$ cat src/verilog/timer_channel_consts.svh
// Constants for the general timer channel: width, positions, reset values and prescaler terminal counts
`ifndef TIMER_CHANNEL_CONSTS_SVH
`define TIMER_CHANNEL_CONSTS_SVH
`define TMR_WIDTH        16
`define TMR_MODE_LSB     0
`define TMR_MODE_MSB     1
`define TMR_CNT_RESET    16'h0000
`define TMR_RELOAD_RESET 16'h0000
`define TMR_PRESC_DIV8   5'h07
`define TMR_PRESC_DIV32  5'h1F
`define TMR_SUB_DIV32    5'h1F
`endif

$ cat src/verilog/timer_channel_pkg.sv
// Types shared by the general timer channel
package timer_channel_pkg;
	typedef enum logic [1:0] {
		mode_timer   = 2'h0,
		mode_event   = 2'h1,
		mode_measure = 2'h2,
		mode_rsvd    = 2'h3
	} mode_type;
	typedef enum logic [1:0] {
		src_div1  = 2'h0,
		src_div8  = 2'h1,
		src_div32 = 2'h2,
		src_sub32 = 2'h3
	} clk_src_type;
	typedef enum logic [1:0] {
		edge_rise = 2'h0,
		edge_fall = 2'h1,
		edge_both = 2'h2,
		edge_rsvd = 2'h3
	} edge_sel_type;
	typedef struct packed {
		mode_type     mode;
		clk_src_type  clk_src;
		logic         evt_from_timer;
		edge_sel_type evt_edge;
		logic         meas_width;
	} mode_reg_type;
endpackage

$ cat src/verilog/general_timer_channel.sv
// One 16-bit general timer channel: timer, event counter and measurement modes
`timescale 1ns/1ps
`include "timer_channel_consts.svh"
// Overview of operation
// Timer mode counts peripheral clock /1, /8, /32 or subclock /32.
// Timer and event modes count down and reload on underflow.
// Underflow period is programmed value plus one counts.
// Counting runs while the start flag is 1, halts at 0.
// Timer and event modes pulse an interrupt at each underflow.
// Timer and event modes read back the live counter.
// Writing data while stopped loads reload register and counter.
// Writing data while counting loads only reload; counter gets it at underflow.
// Event mode counts the input pin or another timer's overflow.
// Pin event edge is rising, falling or both.
// Measurement mode counts internal clock up, timing period or width.
// Each effective edge copies counter into reload and restarts from zero.
// Measurement interrupts on each effective edge except the first.
// Measurement overflow raises interrupt and sets the overflow flag.
// Mode write while running clears overflow flag after next count cycle.
// Measurement mode reads back the reload register.
// Readback undefined until second effective edge after start.
// Measurement mode ignores data writes.
// Mode register bits 7:6 select timer, event or measurement mode.
// Period uses rising edges only, width uses every edge.
// Timer mode ignores the input pin.
module general_timer_channel #(
	parameter int WIDTH = `TMR_WIDTH
) (
	input  wire logic                          clk,
	input  wire logic                          rst_n,
	input  wire logic                          count_start,
	input  wire logic                          mode_wr,
	input  wire timer_channel_pkg::mode_reg_type mode_wdata,
	input  wire logic                          data_wr,
	input  wire logic [WIDTH-1:0]              data_wdata,
	input  wire logic                          channel_input_pin,
	input  wire logic                          other_timer_ovf,
	input  wire logic                          subclock_tick,
	output logic [WIDTH-1:0]                   data_rdata,
	output timer_channel_pkg::mode_reg_type    mode_rdata,
	output logic                               overflow_flag,
	output logic                               irq
);
	import timer_channel_pkg::*;

	mode_reg_type     mode_ff, nxt_mode;
	logic [WIDTH-1:0] cnt_ff, nxt_cnt;
	logic [WIDTH-1:0] reload_ff, nxt_reload;
	logic [WIDTH-1:0] rdata_ff, nxt_rdata;
	logic             ovf_ff, nxt_ovf;
	logic             ovf_aged_ff, nxt_ovf_aged;
	logic             first_ff, nxt_first;
	logic             irq_ff, nxt_irq;
	logic             tick;
	logic             pin_rise, pin_fall;
	logic             count_evt, meas_edge, underflow;

	// Mode register bits 7:6 pick the mode; see
	timer_prescaler u_presc (
		.clk      (clk),
		.rst_n    (rst_n),
		.sel      (mode_ff.clk_src),
		.sub_tick (subclock_tick),
		.tick     (tick)
	);

	edge_detect u_edge (
		.clk   (clk),
		.rst_n (rst_n),
		.pin   (channel_input_pin),
		.rise  (pin_rise),
		.fall  (pin_fall)
	);

	function automatic logic edge_hit(input edge_sel_type sel, input logic r, input logic f);
		case (sel)
			edge_rise: edge_hit = r;
			edge_fall: edge_hit = f;
			edge_both: edge_hit = r | f;
			default:   edge_hit = 1'b0;
		endcase
	endfunction

	always_comb begin
		count_evt = 1'b0;
		meas_edge = 1'b0;
		case (mode_ff.mode)
			mode_timer:   count_evt = tick; // pin unused here, see
			mode_event: begin
				if (mode_ff.evt_from_timer) begin
					count_evt = other_timer_ovf;
				end else begin
					count_evt = edge_hit(mode_ff.evt_edge, pin_rise, pin_fall);
				end
			end
			mode_measure: begin
				count_evt = tick;
				// Period: rising to rising; width: every edge; see
				meas_edge = mode_ff.meas_width ? (pin_rise | pin_fall) : pin_rise;
			end
			default: begin
				count_evt = 1'b0;
				meas_edge = 1'b0;
			end
		endcase
		meas_edge = meas_edge & count_start;
	end

	assign underflow = count_start && count_evt && (cnt_ff == '0) &&
		(mode_ff.mode == mode_timer || mode_ff.mode == mode_event);

	always_comb begin
		nxt_mode     = mode_ff;
		nxt_cnt      = cnt_ff;
		nxt_reload   = reload_ff;
		nxt_ovf      = ovf_ff;
		nxt_ovf_aged = ovf_aged_ff;
		nxt_first    = first_ff;
		nxt_irq      = 1'b0;
		if (mode_wr) begin
			nxt_mode = mode_wdata;
		end
		if (!count_start) begin
			nxt_first = 1'b1;
		end
		case (mode_ff.mode)
			mode_timer, mode_event: begin
				if (count_start && count_evt) begin
					if (underflow) begin
						nxt_cnt = reload_ff; // n+1 counts per period, see
						nxt_irq = 1'b1;
					end else begin
						nxt_cnt = cnt_ff - 1'b1;
					end
				end
				if (data_wr) begin
					nxt_reload = data_wdata;
					if (!count_start) begin
						nxt_cnt = data_wdata;
					end
				end
			end
			mode_measure: begin
				// Data writes are ignored, see
				if (meas_edge) begin
					nxt_reload = cnt_ff;
					nxt_cnt    = '0;
					nxt_first  = 1'b0;
					nxt_irq    = !first_ff;
				end else if (count_start && count_evt) begin
					nxt_cnt = cnt_ff + 1'b1;
					if (cnt_ff == '1) begin
						nxt_irq      = 1'b1;
						nxt_ovf      = 1'b1;
						nxt_ovf_aged = 1'b0;
					end else if (ovf_ff) begin
						nxt_ovf_aged = 1'b1;
					end
				end
			end
			default: nxt_cnt = cnt_ff;
		endcase
		// Clear only after a count cycle has passed since the overflow; set wins
		if (mode_wr && count_start && ovf_aged_ff && nxt_ovf_aged) begin
			nxt_ovf      = 1'b0;
			nxt_ovf_aged = 1'b0;
		end
		// Read mux: live count or measurement; early results undefined, see
		if (mode_ff.mode == mode_measure) begin
			nxt_rdata = nxt_reload;
		end else begin
			nxt_rdata = nxt_cnt;
		end
	end

	always_ff @(posedge clk or negedge rst_n) begin
		if (!rst_n) begin
			mode_ff     <= '0;
			cnt_ff      <= `TMR_CNT_RESET;
			reload_ff   <= `TMR_RELOAD_RESET;
			rdata_ff    <= `TMR_CNT_RESET;
			ovf_ff      <= 1'b0;
			ovf_aged_ff <= 1'b0;
			first_ff    <= 1'b1;
			irq_ff      <= 1'b0;
		end else begin
			mode_ff     <= nxt_mode;
			cnt_ff      <= nxt_cnt;
			reload_ff   <= nxt_reload;
			rdata_ff    <= nxt_rdata;
			ovf_ff      <= nxt_ovf;
			ovf_aged_ff <= nxt_ovf_aged;
			first_ff    <= nxt_first;
			irq_ff      <= nxt_irq;
		end
	end

	assign data_rdata    = rdata_ff;
	assign mode_rdata    = mode_ff;
	assign overflow_flag = ovf_ff;
	assign irq           = irq_ff;

	property p_underflow_reload;
		@(posedge clk) disable iff (!rst_n) underflow && !data_wr |=> cnt_ff == $past(reload_ff);
	endproperty
	a_underflow_reload: assert property (p_underflow_reload) else $error("no reload");

	property p_underflow_irq;
		@(posedge clk) disable iff (!rst_n) underflow |=> irq;
	endproperty
	a_underflow_irq: assert property (p_underflow_irq) else $error("no irq");

	property p_stopped_hold;
		@(posedge clk) disable iff (!rst_n) !count_start && !data_wr |=> cnt_ff == $past(cnt_ff);
	endproperty
	a_stopped_hold: assert property (p_stopped_hold) else $error("count moved");

	property p_stopped_write;
		@(posedge clk) disable iff (!rst_n)
		data_wr && !count_start && mode_ff.mode != mode_measure
		|=> cnt_ff == $past(data_wdata) && reload_ff == $past(data_wdata);
	endproperty
	a_stopped_write: assert property (p_stopped_write) else $error("bad load");

	property p_meas_nowrite;
		@(posedge clk) disable iff (!rst_n)
		mode_ff.mode == mode_measure && !meas_edge |=> reload_ff == $past(reload_ff);
	endproperty
	a_meas_nowrite: assert property (p_meas_nowrite) else $error("reload moved");

	property p_meas_capture;
		@(posedge clk) disable iff (!rst_n)
		mode_ff.mode == mode_measure && meas_edge |=> reload_ff == $past(cnt_ff) && cnt_ff == '0;
	endproperty
	a_meas_capture: assert property (p_meas_capture) else $error("bad capture");

	property p_first_edge_quiet;
		@(posedge clk) disable iff (!rst_n)
		mode_ff.mode == mode_measure && meas_edge && first_ff |=> !irq;
	endproperty
	a_first_edge_quiet: assert property (p_first_edge_quiet) else $error("first irq");

	property p_ovf_set;
		@(posedge clk) disable iff (!rst_n)
		mode_ff.mode == mode_measure && count_start && count_evt && !meas_edge && cnt_ff == '1
		|=> overflow_flag && irq;
	endproperty
	a_ovf_set: assert property (p_ovf_set) else $error("no ovf");

	property p_ovf_fresh;
		@(posedge clk) disable iff (!rst_n) $rose(ovf_ff) && !ovf_aged_ff && mode_wr |=> ovf_ff;
	endproperty
	a_ovf_fresh: assert property (p_ovf_fresh) else $error("early clear");

	c_underflow: cover property (@(posedge clk) disable iff (!rst_n) underflow);
	c_meas_irq: cover property (@(posedge clk) disable iff (!rst_n) meas_edge && !first_ff);
	c_ovf: cover property (@(posedge clk) disable iff (!rst_n) $rose(ovf_ff));
	c_ovf_clr: cover property (@(posedge clk) disable iff (!rst_n) $fell(ovf_ff));
endmodule

$ cat src/verilog/timer_prescaler.sv
// Internal count source prescaler: peripheral clock div 1/8/32, subclock div 32
`timescale 1ns/1ps
`include "timer_channel_consts.svh"
module timer_prescaler (
	input  wire logic                         clk,
	input  wire logic                         rst_n,
	input  wire timer_channel_pkg::clk_src_type sel,
	input  wire logic                         sub_tick,
	output logic                              tick
);
	import timer_channel_pkg::*;
	logic [4:0] div_ff, nxt_div;
	logic [4:0] sub_ff, nxt_sub;
	logic       tick_c;

	always_comb begin
		nxt_div = div_ff + 5'h01;
		nxt_sub = sub_ff;
		if (sub_tick) begin
			nxt_sub = sub_ff + 5'h01;
		end
		case (sel)
			src_div1:  tick_c = 1'b1;
			src_div8:  tick_c = (div_ff[2:0] == `TMR_PRESC_DIV8'(3'h7));
			src_div32: tick_c = (div_ff == `TMR_PRESC_DIV32);
			src_sub32: tick_c = sub_tick && (sub_ff == `TMR_SUB_DIV32);
			default:   tick_c = 1'b0;
		endcase
	end

	always_ff @(posedge clk or negedge rst_n) begin
		if (!rst_n) begin
			div_ff <= 5'h00;
			sub_ff <= 5'h00;
		end else begin
			div_ff <= nxt_div;
			sub_ff <= nxt_sub;
		end
	end
	assign tick = tick_c;
endmodule

$ cat src/verilog/edge_detect.sv
// Two-stage synchroniser for an outside pin with rise and fall pulses
`timescale 1ns/1ps
module edge_detect (
	input  wire logic clk,
	input  wire logic rst_n,
	input  wire logic pin,
	output logic      rise,
	output logic      fall
);
	logic s1_ff, s2_ff, s3_ff;

	always_ff @(posedge clk or negedge rst_n) begin
		if (!rst_n) begin
			s1_ff <= 1'b0;
			s2_ff <= 1'b0;
			s3_ff <= 1'b0;
		end else begin
			s1_ff <= pin;
			s2_ff <= s1_ff;
			s3_ff <= s2_ff;
		end
	end
	// Only the second and third stages feed the comparators
	assign rise = s2_ff & ~s3_ff;
	assign fall = ~s2_ff & s3_ff;
endmodule

$ cat config.mk
export PLATFORM = sky130hd
export DESIGN_NAME = general_timer_channel
export DESIGN_NICKNAME = d
export VERILOG_FILES = /design/src/verilog/timer_channel_pkg.sv /design/src/verilog/general_timer_channel.sv /design/src/verilog/timer_prescaler.sv /design/src/verilog/edge_detect.sv
export VERILOG_INCLUDE_DIRS = /design/src /design/src/verilog
export SDC_FILE = /design/constraint.sdc
export NUM_CORES = 1
export LEC_CHECK = 0
export BUFFER_PORTS_ARGS = -buffer_cell sky130_fd_sc_hd__buf_4
export CAP_MARGIN = 15
export CELL_PAD_IN_SITES_DETAIL_PLACEMENT = 1
export CELL_PAD_IN_SITES_GLOBAL_PLACEMENT = 1
export CORE_ASPECT_RATIO = 0.7
export CORE_MARGIN = 4
export CORE_UTILIZATION = 30
export DETAILED_ROUTE_END_ITERATION = 8
export HOLD_SLACK_MARGIN = 0.15
export PLACE_DENSITY = 0.64
export SLEW_MARGIN = 20
export SYNTH_ARGS = -nofsm -noshare
export SYNTH_HDL_FRONTEND = slang
export SYNTH_SLANG_ARGS = --single-unit
$ cat constraint.sdc
create_clock -name clk -period 2.9 [get_ports clk]
set_input_delay 0.58 -clock clk [delete_from_list [all_inputs] [get_ports clk]]
set_output_delay 0.58 -clock clk [all_outputs]
set_load 0.005 [all_outputs]
==> results.md <==
- Status: finished clean
- Number of H-tree levels: 3
- Global-route wire length before repair: 26400 um
- Tmin final: 2.83 ns
- Internal power: 2580 uW
- CTS Sinks: 73
- Synth Cell Area: 4440 um^2
- CTS Hold Bufs: 0
- Placeable Area: 14200 um^2
- HPWL Detailed: 11700 um
- Mux share of post-synthesis cell area: 6.73%
- Inserted Diodes: 0
- Path category of the worst min-delay check: input port to asynchronous set/reset pin
- Flop2flop setup slack: 0.07 ns
- Peak supply drop: 0.269 mV
- Synth top area share: 40.6%
- Gate power share: 37.0%
- CP Capture Type: register
- Cell variety after synth: 63
- Vias: 4293
- DP Area: 5230 um^2
- Hold Vio Cnt, Final: 0
- Die X: 153 um
- Pre-CTS setup slack: 0.0934 ns
- Startpoint types: register
- Commonest cells in the netlist: dfrtp_1 (72), nand2_1 (57), clkbuf_1 (38)
- Clock Latency Late Sink: 0.34 ns
- Starting Density: 31.3%
- Fmax: 0.354 GHz
- Yosys warnings: 0
- Die area: 16900 um^2
- Chip Height: 110 um
- Simple-Gate Fraction of Synth Area: 19.7%
- Clock Tree Buf Depth: 2
- Root Driver: clkbuf_16
- Switching share of power: 37.6%
- Final WS setup: 0.0715 ns
- Compound-Gate Fraction of Synth Area: 22.0%
- Mean area per synthesized cell: 9.12 um^2
- Layout fillers: 1657
- Worst slew pin tran: 0.878 ns
- Vias per Instance: 5.75
- #FFs+latches synth: 73
- Share of cells above drive strength 1: 24.8%
- Design area: 5560 um^2
- DR WL/cell: 22.2 um
- Max cap viols: 0
- Synth top area cells: dfrtp_1 (41%), nand2_1 (4.8%), mux2_2 (3.8%), clkbuf_1 (3.2%), mux2i_1 (2.9%)
- Ys async rst share: 100%
- Leakage: 0.00249 uW
- Area share of fa/ha/maj cells after synthesis: 2.53%
- DRT Wirelength: 16600 um
- Area growth, synth to finish: 25.0%
- GRT overflow: 0
- Total CTS buffers: 9
- Top_reg_cell synth: dfrtp_1
- Pwr Density: 745 nW/um^2
- Ratio of final minimum period to clock period: 97.5%
- Largest net degree at the start of global routing: 74
- Crit-path max FO: 7
- Sequential area share after synthesis: 41.1%
- Worst EP arrival: 3.11 ns
- ANT nets after route: 0
- Clock skew: 0.00757 ns
- Clock transition at path regs: 0.06 ns
- Sequential power share: 35.2%
- Largest family of logic cells by synthesized area: compound AO/OA/AOI/OAI gates
- Antenna violations before repair: 0
- GRT Total Usage: 20.1%
- XOR/XNOR Fraction of Synth Area: 2.17%
- Post-synth EDFFs: 0
- Fin nets: 592
- Number of global-route vias before repair: 4480
- CP Class: register to register
- Worst EP required: 3.18 ns
- Util after Layout: 39.2%
- CTS tree: done
- Switching pwr: 1560 uW
- 1st-pass router iterations: 5
- Clock Power Share: 27.8%
- Fin cells: 746
- I/O Buffers: 57
- Gpl congestion: 0.902
- DRC Markers: 0
- Post-Synthesis Cells: 487
- Max-slew violations: 0
- Row count: 36
- Area leader, netlist: dfrtp_1
- Final setup fails: 0
- Io pins: 58
- Relative slew slack: 41.3%
- Most frequent cell after synthesis: dfrtp_1
- Syn Nets: 528
- # placed instances: 727
- Starting DRT DRC Count: 447
## metal layers
metal,routed length (um),track usage (%),up-vias
met2,6850,29.5,164
met3,1180,5.47,34
met1,8250,29.5,2159
met5,0,0,-
li1,-,-,1936
met4,292,4.47,0
## worst max-delay path, stage by stage (launching register included)
cell      delay (ns)
dfrtp_1         0.44
or4_4           0.58
or4_1           0.58
or2_1           0.31
buf_4           0.20
mux2i_1         0.13
a211oi_1        0.35
nand4b_1        0.17
## registers in the layout (all words and copies together) (netlist names), 5 cells and up
signal / cells
cnt_ff: 16
data_rdata: 16
mode_rdata: 8
reload_ff: 16
u_presc.div_ff: 5
u_presc.sub_ff: 5
## worst paths after layout
| path | start | endpoint | cells after the start |
|---|---|---|---|
| worst max-delay path | cnt_ff[13] | cnt_ff[7] | 7 |
| worst min-delay path | rst_n | u_presc.sub_ff[3] | 1 |
| worst max register to register | cnt_ff[13] | cnt_ff[7] | 7 |
| worst min register to register | u_edge.s1_ff | u_edge.s2_ff | 0 |
| max in group asynchronous | rst_n | reload_ff[13] | 1 |
| min in group clk | u_edge.s1_ff | u_edge.s2_ff | 0 |
## layout make-up
class	count	area (um^2)	share of cell area [%]
clock buffers	10	229	4.12
clock inverters	6	67.6	1.22
inverters	17	63.8	1.15
multi-input cells	351	2380	42.9
flip-flops and latches	73	1830	32.9
well taps	190	238	4.28
repair buffers	99	747	13.4
## power by group through the flow
stage               combinational [uW]  sequential, uW  clock, uW
finish                            1530            1460       1150
global route                      1670            1480       1210
CTS                               1500            1450       1180
detailed placement                1500            1470          0
global placement                  1450            1460          0
floorplan                          900            1390          0
## cells in the final DEF, fill, tap and decap left out, drive strengths merged, types with 5 or more instances in the layout
| cell type | n |
|---|---|
| a21o | 11 |
| nor3 | 11 |
| nor2 | 19 |
| and2 | 8 |
| nand2 | 57 |
| a211oi | 6 |
| dfrtp | 72 |
| buf | 99 |
| a21oi | 16 |
| xor2 | 6 |
| o211ai | 10 |
| or4 | 10 |
| nand2b | 5 |
| nor2b | 9 |
| a22o | 7 |
| mux2i | 13 |
| a22oi | 8 |
| and3 | 8 |
| o21ai | 21 |
| mux2 | 15 |
| inv | 18 |
| a31oi | 5 |
| or3 | 5 |
| nand3 | 10 |
| xnor2 | 5 |
| clkbuf | 10 |
| ha | 9 |
| a311oi | 8 |
| nand4 | 12 |
## per-stage QoR
step	setup TNS, ns	total power [uW]	hold slack (ns)
6_report	0	4140	0.270
5_1_grt	-0.00217	4370	0.332
4_1_cts	0	4130	0.339
3_5_place_dp	0	2960	0.336
3_3_place_gp	0	2910	0.341
2_1_floorplan	0	2290	0.284
## cells by family (layout without fill, tap and decap cells)
family,after synthesis,in the layout
compound gates,134,134
xor+xnor,11,11
fa+ha+maj,9,9
buf+inv,63,132
flops,73,73
mux,28,28
simple gates,169,169
## repair_timing
item | 4_1_cts | 5_1_grt
buffers inserted | 0 | 3
gates resized for setup | 0 | 4
endpoints found under the setup margin | 0 | 12
Note: power is estimated with default switching activity, not from simulation.
